File: config.mk
export PLATFORM = sky130hd
export DESIGN_NAME = ascd_slice_decode
export DESIGN_NICKNAME = d
export VERILOG_FILES = /design/src/ascd_pkg.sv /design/src/ascd_slice_decode.sv
export SDC_FILE = /design/constraint.sdc
export NUM_CORES = 2
export LEC_CHECK = 0
export ABC_CLOCK_PERIOD_IN_PS = 8800
export BUFFER_PORTS_ARGS = -buffer_cell sky130_fd_sc_hd__buf_2
export CORE_UTILIZATION = 41
export CTS_BUF_LIST = sky130_fd_sc_hd__clkbuf_8
export DETAILED_ROUTE_END_ITERATION = 7
export PLACE_DENSITY = 0.64
export REMOVE_ABC_BUFFERS = 1
export SYNTH_ARGS = -nofsm -noshare
export SYNTH_HDL_FRONTEND = slang
export SYNTH_SLANG_ARGS = --single-unit
File: constraint.sdc
create_clock -name core_clk -period 8.8 [get_ports core_clk]
set_input_delay 0.88 -clock core_clk [delete_from_list [all_inputs] [get_ports core_clk]]
set_output_delay 0.88 -clock core_clk [all_outputs]
set_load 0.02 [all_outputs]
File: src/ascd_pkg.sv
// Operation
// RULE_01: bit 29 picks temporal or spatial direct
// RULE_02: bits 28:27 select deblocking edge behaviour
// RULE_03: bits 25:24 pick arithmetic context table
// RULE_04: bits 21:16 are slice quantiser
// RULE_05: bits 11:8 signed beta strength offset
// RULE_06: bits 3:0 signed alpha strength offset
// RULE_07: start row and column in macroblocks
// RULE_08: builder keeps block index consistent
// RULE_09: phantom slice index is total plus one
// RULE_10: bit 7 enables alternative skip decoding
// RULE_11: bits 2:0 are valid bits minus one
// RULE_12: arithmetic-coded slices use value seven
// RULE_13: counter dword seeds first decrypted chunk
// RULE_14: raw length is true length plus one
// RULE_15: application pads to sixteen-byte chunk end
// RULE_16: bit vector start bit and packet count
// RULE_17: bit vector address, 4K aligned
// RULE_18: zero bit fetches packet, one skips
// RULE_19: four weight-128 masks forwarded as inline
// RULE_20: one slice per decode command
// RULE_21: start address plus offset locates first bit
// RULE_22: decode up to last non-zero byte only
// RULE_23: dword 1 bit 31 enables decryption
// RULE_24: parameters held until reset or next command
// RULE_25: slice kind encodings, bits 3:2 zero
// RULE_26: reserved fields written zero, ignored
package ascd_pkg;
    // register byte offsets
    localparam logic [7:0] OFF_CTRL = 8'h00;
    localparam logic [7:0] OFF_STATUS = 8'h04;
    localparam logic [7:0] OFF_DW1 = 8'h08;
    localparam logic [7:0] OFF_DW3 = 8'h0c;
    localparam logic [7:0] OFF_DW4 = 8'h10;
    localparam logic [7:0] OFF_DW5 = 8'h14;
    localparam logic [7:0] OFF_DW6 = 8'h18;
    localparam logic [7:0] OFF_DW7 = 8'h1c;
    localparam logic [7:0] OFF_DW8 = 8'h20;
    localparam logic [7:0] OFF_DW9 = 8'h24;
    localparam logic [7:0] OFF_DW10 = 8'h28;
    localparam logic [7:0] OFF_DW11 = 8'h2c;
    localparam logic [7:0] OFF_DW12 = 8'h30;
    localparam logic [7:0] OFF_DW13 = 8'h34;
    localparam logic [7:0] OFF_DW14 = 8'h38;
    localparam logic [7:0] OFF_DW15 = 8'h3c;
    localparam logic [7:0] OFF_ADDR = 8'h40;
    localparam logic [7:0] OFF_LEN = 8'h44;
    // field positions
    localparam int ENC_BIT = 31;
    localparam int DIRECT_BIT = 29;
    localparam int DBK_HI = 28;
    localparam int DBK_LO = 27;
    localparam int CTX_HI = 25;
    localparam int CTX_LO = 24;
    localparam int QP_HI = 21;
    localparam int QP_LO = 16;
    localparam int BETA_HI = 11;
    localparam int BETA_LO = 8;
    localparam int ALPHA_HI = 3;
    localparam int ALPHA_LO = 0;
    localparam int ROW_HI = 31;
    localparam int ROW_LO = 24;
    localparam int COL_HI = 23;
    localparam int COL_LO = 16;
    localparam int IDX_HI = 14;
    localparam int SKIP_BIT = 7;
    localparam int FBV_HI = 2;
    localparam int RAWLEN_HI = 22;
    localparam int VSTART_HI = 31;
    localparam int VSTART_LO = 29;
    localparam int PKTCNT_HI = 15;
    localparam int VADDR_HI = 28;
    localparam int KIND_HI = 3;
    localparam int PAGE_BITS = 12;
    // reset values
    localparam logic [31:0] RST_WORD = 32'h0000_0000;
    localparam logic [2:0] FBV_ALL = 3'h7;
    // slice kinds
    localparam logic [3:0] KIND_P = 4'h0;
    localparam logic [3:0] KIND_B = 4'h1;
    localparam logic [3:0] KIND_I = 4'h2;
    typedef enum logic [1:0] {
        DBK_FILTER_ALL,
        DBK_OFF,
        DBK_SLICE_LOCAL,
        DBK_RESERVED
    } ascd_dbk_t;
    typedef enum logic [1:0] {
        KIND_PRED,
        KIND_BIDIR,
        KIND_INTRA,
        KIND_BAD
    } ascd_kind_t;
endpackage : ascd_pkg

File: src/ascd_slice_decode.sv
// Implementation choices: register access over AHB-Lite and the address map.
`timescale 1ns/1ns
module ascd_slice_decode (
    input wire logic core_clk, // core clock, 20 MHz
    input wire logic nrst, // async reset, active low
    input wire logic hsel, // ahb select
    input wire logic [31:0] haddr, // ahb address
    input wire logic [1:0] htrans, // ahb transfer type
    input wire logic hwrite, // ahb write
    input wire logic [2:0] hsize, // ahb size
    input wire logic [31:0] hwdata, // ahb write data
    input wire logic hready, // ahb bus ready
    output logic [31:0] hrdata, // ahb read data
    output logic hreadyout, // ahb slave ready
    output logic hresp, // ahb response, always okay
    input wire logic engine_done, // engine finished slice
    output logic slice_go, // one-cycle start pulse to engine
    output logic direct_spatial, // 1 spatial, 0 temporal direct
    output logic [1:0] deblock_control, // raw deblock mode
    output logic internal_edge_filter_flag, // filter internal edges
    output logic deblock_params_used, // deblocking params read
    output logic cross_slice_unavail, // other slices unavailable
    output logic [1:0] arith_ctx_table_index, // context init table
    output logic [5:0] slice_quantizer, // slice_quantizer
    output logic signed [4:0] beta_strength_offset, // sign-extended offset
    output logic signed [4:0] alpha_strength_offset, // sign-extended offset
    output logic [7:0] start_row, // first mb row
    output logic [7:0] start_column, // first mb column
    output logic [14:0] start_block_index, // first mb linear address
    output logic alt_skip_decode, // alternative skip decode
    output logic [3:0] first_valid_count, // valid bits in first byte, 1..8
    output logic [31:0] first_bit_addr, // bit address of first mb bit
    output logic [31:0] last_byte_addr, // last decoded byte address
    output logic decrypt_enable, // counter-mode decrypt on
    output logic [31:0] aes_counter_seed, // counter for first chunk
    output logic [31:0] aes_chunk_addr, // 16-byte chunk with first byte
    output logic [22:0] raw_length, // true valid byte length
    output logic [2:0] vector_start_bit, // bit vector start bit
    output logic [15:0] packet_count, // total packets
    output logic [28:0] vector_addr, // bit vector surface address
    output logic vector_misaligned, // address not on 4K page
    output logic [31:0] unity_weight_mask_y_list0, // luma l0 weight 128
    output logic [31:0] unity_weight_mask_y_list1, // luma l1 weight 128
    output logic [31:0] unity_weight_mask_c_list0, // chroma l0 weight 128
    output logic [31:0] unity_weight_mask_c_list1, // chroma l1 weight 128
    output logic [1:0] slice_kind, // ascd_kind_t encoding
    input wire logic [31:0] pkt_vector_word, // fetched bit-vector word
    input wire logic [4:0] pkt_bit_sel, // bit chosen in that word
    output logic pkt_fetch // fetch selected packet
);
    logic [31:0] dw_r [1:15];
    logic [31:0] dw_nxt [1:15];
    logic [31:0] addr_r, addr_nxt, len_r, len_nxt;
    logic busy_r, busy_nxt, go_r, go_nxt;
    logic ph_act_r, ph_act_nxt, ph_wr_r, ph_wr_nxt;
    logic [7:0] ph_off_r, ph_off_nxt;
    logic [31:0] rd_r, rd_nxt;

    // working copy; latched at command start so bus writes mid-slice cannot disturb it
    logic [31:0] cmd_r [1:15];
    logic [31:0] cmd_nxt [1:15];
    logic [31:0] caddr_r, caddr_nxt, clen_r, clen_nxt;

    function automatic logic [31:0] reg_read(input logic [7:0] off, input logic [31:0] d [1:15],
                                             input logic [31:0] a, input logic [31:0] l, input logic b);
        logic [31:0] v;
        v = ascd_pkg::RST_WORD;
        if (off == ascd_pkg::OFF_STATUS) begin
            v = {31'h0000_0000, b};
        end else if (off == ascd_pkg::OFF_DW1) begin
            v = d[1];
        end else if (off >= ascd_pkg::OFF_DW3 && off <= ascd_pkg::OFF_DW15) begin
            v = d[off[7:2]];
        end else if (off == ascd_pkg::OFF_ADDR) begin
            v = a;
        end else if (off == ascd_pkg::OFF_LEN) begin
            v = l;
        end
        return v;
    endfunction : reg_read

    always_comb begin
        dw_nxt = dw_r;
        cmd_nxt = cmd_r;
        addr_nxt = addr_r;
        len_nxt = len_r;
        caddr_nxt = caddr_r;
        clen_nxt = clen_r;
        busy_nxt = busy_r;
        go_nxt = 1'b0;
        ph_act_nxt = 1'b0;
        ph_wr_nxt = 1'b0;
        ph_off_nxt = ph_off_r;
        rd_nxt = rd_r;
        if (busy_r && engine_done) begin
            busy_nxt = 1'b0;
        end
        if (ph_act_r && ph_wr_r) begin
            if (ph_off_r == ascd_pkg::OFF_CTRL) begin
                // one command per slice: a start while busy is dropped
                if (hwdata[0] && !busy_r) begin // RULE_20
                    cmd_nxt = dw_r; // RULE_24
                    caddr_nxt = addr_r;
                    clen_nxt = len_r;
                    busy_nxt = 1'b1;
                    go_nxt = 1'b1;
                end
            end else if (ph_off_r == ascd_pkg::OFF_DW1) begin
                dw_nxt[1] = hwdata;
            end else if (ph_off_r >= ascd_pkg::OFF_DW3 && ph_off_r <= ascd_pkg::OFF_DW15) begin
                dw_nxt[ph_off_r[7:2]] = hwdata;
            end else if (ph_off_r == ascd_pkg::OFF_ADDR) begin
                addr_nxt = hwdata;
            end else if (ph_off_r == ascd_pkg::OFF_LEN) begin
                len_nxt = hwdata;
            end
        end
        if (hsel && hready && htrans[1]) begin
            ph_act_nxt = 1'b1;
            ph_wr_nxt = hwrite;
            ph_off_nxt = haddr[7:0];
            if (!hwrite) begin
                rd_nxt = reg_read(haddr[7:0], dw_r, addr_r, len_r, busy_r);
            end
        end
    end

    always_ff @(posedge core_clk or negedge nrst) begin
        if (!nrst) begin
            for (int i = 1; i <= 15; i++) begin
                dw_r[i] <= ascd_pkg::RST_WORD;
                cmd_r[i] <= ascd_pkg::RST_WORD;
            end
            addr_r <= ascd_pkg::RST_WORD;
            len_r <= ascd_pkg::RST_WORD;
            caddr_r <= ascd_pkg::RST_WORD;
            clen_r <= ascd_pkg::RST_WORD;
            busy_r <= 1'b0;
            go_r <= 1'b0;
            ph_act_r <= 1'b0;
            ph_wr_r <= 1'b0;
            ph_off_r <= 8'h00;
            rd_r <= ascd_pkg::RST_WORD;
        end else begin
            dw_r <= dw_nxt;
            cmd_r <= cmd_nxt;
            addr_r <= addr_nxt;
            len_r <= len_nxt;
            caddr_r <= caddr_nxt;
            clen_r <= clen_nxt;
            busy_r <= busy_nxt;
            go_r <= go_nxt;
            ph_act_r <= ph_act_nxt;
            ph_wr_r <= ph_wr_nxt;
            ph_off_r <= ph_off_nxt;
            rd_r <= rd_nxt;
        end
    end

    // decoded fields, all but pkt_fetch registered from the latched command copy
    logic [31:0] d3, d4, d5, d6, d7;
    assign d3 = cmd_nxt[3];
    assign d4 = cmd_nxt[4];
    assign d5 = cmd_nxt[5];
    assign d6 = cmd_nxt[6];
    assign d7 = cmd_nxt[7];

    logic o_dir, o_ief, o_dpu, o_csu, o_skip, o_enc, o_mis, o_fetch;
    logic [1:0] o_dbk, o_ctx, o_kind;
    logic [5:0] o_qp;
    logic signed [4:0] o_beta, o_alpha;
    logic [3:0] o_fvc;
    logic [31:0] o_fbit, o_last, o_seed, o_chunk;
    logic [22:0] o_raw;

    always_comb begin
        // reserved fields are ignored throughout RULE_26
        o_kind = 2'(ascd_pkg::KIND_BAD);
        if (d3[ascd_pkg::KIND_HI:0] == ascd_pkg::KIND_P) begin // RULE_25
            o_kind = 2'(ascd_pkg::KIND_PRED);
        end else if (d3[ascd_pkg::KIND_HI:0] == ascd_pkg::KIND_B) begin
            o_kind = 2'(ascd_pkg::KIND_BIDIR);
        end else if (d3[ascd_pkg::KIND_HI:0] == ascd_pkg::KIND_I) begin
            o_kind = 2'(ascd_pkg::KIND_INTRA);
        end
        // direct type only meaningful for bidirectional slices
        o_dir = d5[ascd_pkg::DIRECT_BIT] && (o_kind == 2'(ascd_pkg::KIND_BIDIR)); // RULE_01
        o_dbk = d5[ascd_pkg::DBK_HI:ascd_pkg::DBK_LO];
        o_ief = 1'b0;
        o_dpu = 1'b0;
        o_csu = 1'b0;
        unique case (ascd_pkg::ascd_dbk_t'(o_dbk)) // RULE_02
            ascd_pkg::DBK_FILTER_ALL: begin
                o_ief = 1'b1;
                o_dpu = 1'b1;
            end
            ascd_pkg::DBK_OFF: begin
                o_ief = 1'b0;
            end
            ascd_pkg::DBK_SLICE_LOCAL: begin
                o_ief = 1'b1;
                o_dpu = 1'b1;
                o_csu = 1'b1;
            end
            ascd_pkg::DBK_RESERVED: begin
                o_ief = 1'b0;
            end
        endcase
        o_ctx = d5[ascd_pkg::CTX_HI:ascd_pkg::CTX_LO]; // RULE_03
        o_qp = d5[ascd_pkg::QP_HI:ascd_pkg::QP_LO]; // RULE_04
        o_beta = {d5[ascd_pkg::BETA_HI], d5[ascd_pkg::BETA_HI:ascd_pkg::BETA_LO]}; // RULE_05
        o_alpha = {d5[ascd_pkg::ALPHA_HI], d5[ascd_pkg::ALPHA_HI:ascd_pkg::ALPHA_LO]}; // RULE_06
        o_skip = d7[ascd_pkg::SKIP_BIT]; // RULE_10
        o_fvc = {1'b0, d7[ascd_pkg::FBV_HI:0]} + 4'h1; // RULE_11
        // valid bits are the low bits of the first byte; first used bit is the highest valid one
        o_fbit = {caddr_nxt[28:0], 3'h0} + {29'h0, d7[ascd_pkg::FBV_HI:0]}; // RULE_21
        o_last = caddr_nxt + clen_nxt - 32'h1; // RULE_22
        o_enc = cmd_nxt[1][ascd_pkg::ENC_BIT]; // RULE_23
        o_seed = o_enc ? cmd_nxt[8] : ascd_pkg::RST_WORD; // RULE_13
        o_chunk = {caddr_nxt[31:4], 4'h0};
        o_raw = cmd_nxt[9][ascd_pkg::RAWLEN_HI:0] - 23'h1; // RULE_14
        o_mis = cmd_nxt[11][ascd_pkg::PAGE_BITS-1:0] != 12'h000; // RULE_17
        o_fetch = !pkt_vector_word[pkt_bit_sel]; // RULE_18
    end

    always_ff @(posedge core_clk or negedge nrst) begin
        if (!nrst) begin
            direct_spatial <= 1'b0;
            deblock_control <= 2'h0;
            internal_edge_filter_flag <= 1'b0;
            deblock_params_used <= 1'b0;
            cross_slice_unavail <= 1'b0;
            arith_ctx_table_index <= 2'h0;
            slice_quantizer <= 6'h00;
            beta_strength_offset <= 5'sh00;
            alpha_strength_offset <= 5'sh00;
            start_row <= 8'h00;
            start_column <= 8'h00;
            start_block_index <= 15'h0000;
            alt_skip_decode <= 1'b0;
            first_valid_count <= 4'h0;
            first_bit_addr <= ascd_pkg::RST_WORD;
            last_byte_addr <= ascd_pkg::RST_WORD;
            decrypt_enable <= 1'b0;
            aes_counter_seed <= ascd_pkg::RST_WORD;
            aes_chunk_addr <= ascd_pkg::RST_WORD;
            raw_length <= 23'h000000;
            vector_start_bit <= 3'h0;
            packet_count <= 16'h0000;
            vector_addr <= 29'h00000000;
            vector_misaligned <= 1'b0;
            unity_weight_mask_y_list0 <= ascd_pkg::RST_WORD;
            unity_weight_mask_y_list1 <= ascd_pkg::RST_WORD;
            unity_weight_mask_c_list0 <= ascd_pkg::RST_WORD;
            unity_weight_mask_c_list1 <= ascd_pkg::RST_WORD;
            slice_kind <= 2'h0;
            pkt_fetch <= 1'b0;
            slice_go <= 1'b0;
            hrdata <= ascd_pkg::RST_WORD;
            hreadyout <= 1'b1;
            hresp <= 1'b0;
        end else begin
            direct_spatial <= o_dir;
            deblock_control <= o_dbk;
            internal_edge_filter_flag <= o_ief;
            deblock_params_used <= o_dpu;
            cross_slice_unavail <= o_csu;
            arith_ctx_table_index <= o_ctx;
            slice_quantizer <= o_qp;
            beta_strength_offset <= o_beta;
            alpha_strength_offset <= o_alpha;
            start_row <= d6[ascd_pkg::ROW_HI:ascd_pkg::ROW_LO]; // RULE_07
            start_column <= d6[ascd_pkg::COL_HI:ascd_pkg::COL_LO]; // RULE_07
            start_block_index <= d6[ascd_pkg::IDX_HI:0];
            alt_skip_decode <= o_skip;
            first_valid_count <= o_fvc;
            first_bit_addr <= o_fbit;
            last_byte_addr <= o_last;
            decrypt_enable <= o_enc;
            aes_counter_seed <= o_seed;
            aes_chunk_addr <= o_chunk;
            raw_length <= o_raw;
            vector_start_bit <= cmd_nxt[10][ascd_pkg::VSTART_HI:ascd_pkg::VSTART_LO]; // RULE_16
            packet_count <= cmd_nxt[10][ascd_pkg::PKTCNT_HI:0]; // RULE_16
            vector_addr <= cmd_nxt[11][ascd_pkg::VADDR_HI:0]; // RULE_17
            vector_misaligned <= o_mis;
            unity_weight_mask_y_list0 <= cmd_nxt[12]; // RULE_19
            unity_weight_mask_y_list1 <= cmd_nxt[13];
            unity_weight_mask_c_list0 <= cmd_nxt[14];
            unity_weight_mask_c_list1 <= cmd_nxt[15];
            slice_kind <= o_kind;
            pkt_fetch <= o_fetch;
            slice_go <= go_nxt;
            hrdata <= rd_nxt;
            hreadyout <= 1'b1;
            hresp <= 1'b0;
        end
    end
endmodule : ascd_slice_decode

# Yosys cells after proc, flatten, opt, wreduce, memory -nomap -nowiden
# Index checks and enable logic that the tools add are counted.
# totals
word_cells	170
inputBits	112
ff_bits	1360
# classes
eq_ne	13
reduce_logical	24
n_addsub	5
n_lt_le_gt_ge	8
muxes	40
bitwise_logic	7
# ops
operator	n
480-bit two-way mux	4
32-bit two-way mux	16
480-bit bitwise mux	1
32-bit binary-select mux with 4-bit select	1
32-bit demux with 4-bit select	1
32-bit by 3-bit adder with 32-bit output	1
32-bit adder	1
8-bit by 7-bit equality test with 1-bit output, second input constant	4
32-bit by 1-bit subtractor with 32-bit output, second input constant	1
23-bit by 1-bit subtractor with 23-bit output, second input constant	1
8-bit by 4-bit equality test with 1-bit output, second input constant	2
8-bit by 4-bit >= comparator with 1-bit output, second input constant	2
8-bit by 6-bit <= comparator with 1-bit output, second input constant	2
7-bit by 5-bit >= comparator with 1-bit output, second input constant	2
6-bit inverter with 7-bit output	2
1-bit two-way mux	13
12-bit nonzero test	1
1-bit logical AND	9
8-bit by 3-bit equality test with 1-bit output, second input constant	1
8-bit zero test	1
7-bit by 1-bit < comparator with 1-bit output, second input constant	1
5-bit by 6-bit < comparator with 1-bit output, second input constant	1
3-bit AND reduction	2
6-bit AND reduction	1
17 further kinds	26

# Depth between registers and ports, before layout
# depth
word_depth	11
depth_mapped	24
mapped_depth_nobuf	19

# Worst setup path after synthesis
# Ideal clock, no wire load.
# synth_path
kind	input port to flip-flop
startpoint	input port hwdata[0]
endpoint	register last_byte_addr[29]
t_required_ns	8.731
path_slack_ns	3.815
n_path_buf	4
arrival_time_ns	4.916
stages	23
setup_ns	0.069
path_cell_list	nor4b_4 -> nand3_2 -> inv_2 -> buf_4 -> buf_2 -> buf_2 -> buf_1 -> nand2_1 -> nand2_1 -> inv_1 -> ha_1 -> inv_1 -> ha_1 -> inv_1 -> fa_1 -> nor2b_1 -> o31ai_1 -> a21o_1 -> a21oi_4 -> o21ai_2 -> o211a_1 -> or4b_1 -> nand3_1
# synth_via
elab_chain_cells	6
elab_cells_between_ends	9
classes_between	add/sub (2); mux (6); reduce/logical (1)
# synth_lines
element	line_no	rtl
start: declaration	ascd_slice_decode.sv:11	input wire logic [31:0] hwdata,
1-bit logical AND	ascd_slice_decode.sv:101	if (hwdata[0] && !busy_r) begin
32-bit two-way mux	ascd_slice_decode.sv:101	
32-bit two-way mux	ascd_slice_decode.sv:99	if (ph_off_r == ascd_pkg::OFF_CTRL) begin
32-bit two-way mux	ascd_slice_decode.sv:98	if (ph_act_r && ph_wr_r) begin
named net caddr_nxt[1]	ascd_slice_decode.sv:62	logic [31:0] caddr_r, caddr_nxt, clen_r, clen_nxt;
32-bit adder	ascd_slice_decode.sv:217	o_last = caddr_nxt + clen_nxt - 32'h1;
32-bit by 1-bit subtractor with 32-bit output	ascd_slice_decode.sv:217	
named net o_last[29]	ascd_slice_decode.sv:173	logic [31:0] o_fbit, o_last, o_seed, o_chunk;
end signal: assignment	ascd_slice_decode.sv:243	last_byte_addr <= ascd_pkg::RST_WORD;
end signal: assignment	ascd_slice_decode.sv:278	last_byte_addr <= o_last;
end: declaration	ascd_slice_decode.sv:33	output logic [31:0] last_byte_addr,
# The timed path passes the listed nets, and every way through them passes these cells.
# A chain may end at the register's enable or synchronous reset.

# Worst setup path after layout
# layout_path
startpoint	register ph_off_r[4]
endpoint	register last_byte_addr[28]
# layout_via
elab_chain_cells	5
elab_cells_between_ends	7
classes_between	add/sub (2); mux (4); reduce/logical (1)
# layout_lines
element	line_no	rtl
start: declaration	ascd_slice_decode.sv:56	logic [7:0] ph_off_r, ph_off_nxt;
start signal: assignment	ascd_slice_decode.sv:155	ph_off_r <= ph_off_nxt;
8-bit zero test	ascd_slice_decode.sv:99	
32-bit two-way mux	ascd_slice_decode.sv:99	
32-bit two-way mux	ascd_slice_decode.sv:98	
named net caddr_nxt[2]	ascd_slice_decode.sv:62	
32-bit adder	ascd_slice_decode.sv:217	
32-bit by 1-bit subtractor with 32-bit output	ascd_slice_decode.sv:217	
named net o_last[28]	ascd_slice_decode.sv:173	
# The timed path passes the listed nets, and every way through them passes these cells.

==> results.py <==
metrics = {
    "outcome": {
        "status": "finished, final reports clean",
    },
    "drt": {
        "firstDrtPassIters": 8,
        "num_vias": 30300,
        "vias_per_cell": 5.18,
        "routedWlPerCell_um": 22.6,
        "ant_nets": 0,
        "drtIter0Drc": 1944,
        "remaining_drc_errors": 0,
        "drt_wl_total_um": 132000,
    },
    "sta": {
        "tightest_slew_ps": 1000,
        "max_slew_margin": 0.330,
        "finalHoldViolCount": 0,
        "setup_viol": 0,
        "rsz0062_at_grt": "false",
        "clock.fmax_ghz": 0.160,
        "finClkSkew_ps": 62.2,
        "period_needed_ps": 6250,
        "fin_crit_sh": 0.710,
        "drv_slew": 0,
    },
    "clock_network": {
        "root_buffer": "clkbuf_8",
        "clk_pin_slew_ps": 60,
        "cts_sinks": 1041,
        "cts_tree": "done",
        "numCtsBuffers": 176,
        "post_cts_buffers": 0,
        "h-tree-depth": 4,
        "cts_resized": 0,
        "clkLatencyLatePin_ps": 870,
        "clk_path_buf_depth": 3,
    },
    "synth": {
        "synth_top_cell_area_share": 0.553,
        "ys_warn_count": 0,
        "synth-seq-cells": 1041,
        "synthTopCellsByArea": "dfrtp_1 55%, mux2_2 12%, nand2_1 8.0%",
        "async_flop_share": 1.00,
        "synth.distinct_cells": 69,
        "synthCells": 4001,
        "synth_edf_count": 0,
        "avgSynthCellArea_um2": 11.8,
        "seq_area_frac_synth": 0.553,
        "synth_top_area_cell": "dfrtp_1",
        "synth_ff_type": "dfrtp_1",
        "synth_area_mm2": 0.0471,
    },
    "final_layout": {
        "syn2layout_area_growth_pct": 12.1,
        "mostFrequentLayoutCells": "1041 x dfrtp_1, 988 x nand2_1, 519 x mux2_2",
        "drive_gt1_frac": 0.347,
        "largest_register_ffs": 480,
        "postLayoutCellArea_mm2": 0.0528,
        "largest_register": "dw_r",
        "fin_nets": 4382,
        "largestRegisters": "dw_r x480, cmd_r x101",
        "mostFrequentLayoutCell": "dfrtp_1",
    },
    "power_and_ir_drop": {
        "ir_worst_vdd_mv": 0.143,
        "clkPwrFrac": 0.449,
        "switching_share": 0.244,
        "netSwitchingPower_w": 0.00247,
        "power_density_mw_per_mm2": 192,
        "p_leak_nw": 27.4,
        "seq_power_share": 0.494,
        "power.total_w": 0.0101,
        "p_int_w": 0.00766,
        "combPwrFrac": 0.058,
    },
    "global_routing": {
        "grt_start_max_net_pins": 146,
        "track_usage": 0.229,
        "grt_first_pass_wirelength_um": 199000,
        "grt_antenna_before_repair": 2,
        "grt_pass1_vias": 31000,
        "overflow": 0,
    },
    "hold_path": {
        "hold_path_startpoint": "pkt_bit_sel[4]",
        "holdPathStages": 2,
        "hold_path_class": "in -> reg",
        "hold_path_end": "pkt_fetch$_DFF_PN0_",
    },
    "floorplan": {
        "coreArea_mm2": 0.113,
        "start_util": 0.416,
        "die-area_mm2": 0.116,
        "io_pins": 539,
        "row_count": 123,
        "fp.dieW_um": 341,
        "die_height_um": 341,
    },
    "placed_design": {
        "gp_congestion": 0.832,
        "place_area_mm2": 0.0491,
        "io_buffer_count": 504,
        "post-dp-hpwl_um": 83700,
    },
    "critical_path": {
        "worst-path-max-fanout": 90,
        "path_class": "reg -> reg",
        "r2r-end": "last_byte_addr[28]$_DFF_PN0_",
        "worst_ep_arrival_time_ps": 6990,
        "r2r_slack_ps": 2550,
        "r2r_cells": 17,
        "crit_required_ps": 9540,
        "endpoint_kind": "flop",
        "crit_path_start_kind": "flop",
        "rr_startpoint": "ph_off_r[4]$_DFFE_PN0P_",
    },
    "run": {
        "maxCapViolCount": 0,
    },
}
## worst max-delay path, stage by stage, from the launching register on
cell       delay (ps)
dfrtp_1           480
nor4_4            580
nand3_4           640
inv_8             730
nand2_1           120
nand2_1           100
inv_1              50
ha_1              300
inv_1              50
ha_1              280
a211oi_1          260
o21ai_0           310
a221oi_1          820
o211ai_1          330
a41oi_1           520
o2111ai_1         180
a21oi_1           190
xnor2_1           130
## routing by layer
metal / up-vias / wire, µm / part of all wire / GRT usage
met5: - / 0 / 0 / 0
met1: 15600 / 57900 / 0.44 / 0.311
met3: 189 / 8280 / 0.063 / 0.0521
met2: 831 / 63000 / 0.48 / 0.366
met4: 0 / 3200 / 0.024 / 0.0701
li1: 13600 / - / - / -
## how the worst max path moves through the flow
stage / from / endpoint / slack (ps)
floorplan: ph_off_r[6]$_DFFE_PN0P_ / last_byte_addr[29]$_DFF_PN0_ / -3940
global placement: hwdata[0] / last_byte_addr[28]$_DFF_PN0_ / 1940
detailed placement: hwdata[0] / last_byte_addr[29]$_DFF_PN0_ / 1910
CTS: ph_off_r[4]$_DFFE_PN0P_ / last_byte_addr[29]$_DFF_PN0_ / 2360
global route: ph_off_r[4]$_DFFE_PN0P_ / last_byte_addr[28]$_DFF_PN0_ / 2080
finish: ph_off_r[4]$_DFFE_PN0P_ / last_byte_addr[28]$_DFF_PN0_ / 2550
## logic make-up (layout without fill, tap and decap cells)
| family | after synthesis | in the layout | share of synthesized area |
|---|---|---|---|
| AO/OA/AOI/OAI | 253 | 253 | 0.0359 |
| XOR/XNOR | 47 | 47 | 0.00874 |
| adder cells (fa/ha/maj) | 64 | 64 | 0.0172 |
| buffers and inverters | 679 | 1018 | 0.0766 |
| flip-flops | 1041 | 1041 | 0.553 |
| multiplexers | 735 | 735 | 0.207 |
| other | 2 | 9 | 0.000159 |
| AND/OR/NAND/NOR | 1180 | 1180 | 0.102 |
## area by class of cell
| cell class | count | area (µm²) |
|---|---|---|
| Antenna cell | 3 | 7.51 |
| Clock buffer | 224 | 3080 |
| Clock inverter | 92 | 654 |
| Fill cell | 10400 | 60300 |
| Inverter | 155 | 589 |
| Multi-Input combinational cell | 2285 | 17600 |
| Sequential cell | 1041 | 26100 |
| Tap cell | 1500 | 1880 |
| Timing Repair Buffer | 547 | 2950 |
## synthesized netlist by cell type, drive strengths merged, types with 2 or more instances
cell / instances
dfrtp: 1041
nand2: 999
mux2: 520
buf: 355
clkbuf: 169
inv: 155
mux4: 138
a21oi: 122
mux2i: 77
ha: 63
nor2: 53
and2: 36
xnor2: 33
a21o: 24
nand3: 21
nor3: 21
o21ai: 20
a222oi: 17
o41ai: 17
a221o: 14
xor2: 14
nand2b: 8
and3: 7
nor2b: 7
nand4: 6
nor4: 6
o211ai: 6
o21a: 6
o21bai: 4
or3: 4
a211oi: 3
a22oi: 3
a31oi: 3
o31ai: 3
or4: 3
a21boi: 2
conb: 2
nor3b: 2
nor4b: 2
o2111ai: 2
o211a: 2
or4b: 2
## what timing repair did
item / in CTS / in global routing
hold endpoints to repair: 55 / 0
endpoints found under the setup margin: 0 / 0
hold buffers: 1 / 0
## power by group through the flow
stage	clock network, W	registers, W	logic, W
6_report	0.00454	0.00500	0.000583
5_1_grt	0.00488	0.00501	0.000638
4_1_cts	0.00466	0.00500	0.000596
3_5_place_dp	0	0.00508	0.000595
3_3_place_gp	0	0.00508	0.000584
2_1_floorplan	0	0.00508	0.000259
## metrics by stage
stage / hold slack (ps) / instances / worst slack (ps) / utilization / setup TNS, ps
3_5_place_dp: 366 / 5527 / 1910 / 0.434 / 0
4_1_cts: 158 / 5844 / 2360 / 0.467 / 0
2_1_floorplan: 354 / 3481 / -3940 / - / -659930
3_3_place_gp: 365 / 5527 / 1940 / 0.434 / 0
5_1_grt: 218 / 5846 / 2080 / 0.467 / 0
6_report: 276 / 5847 / 2550 / 0.467 / 0
Power figures use the tool's default switching activity.
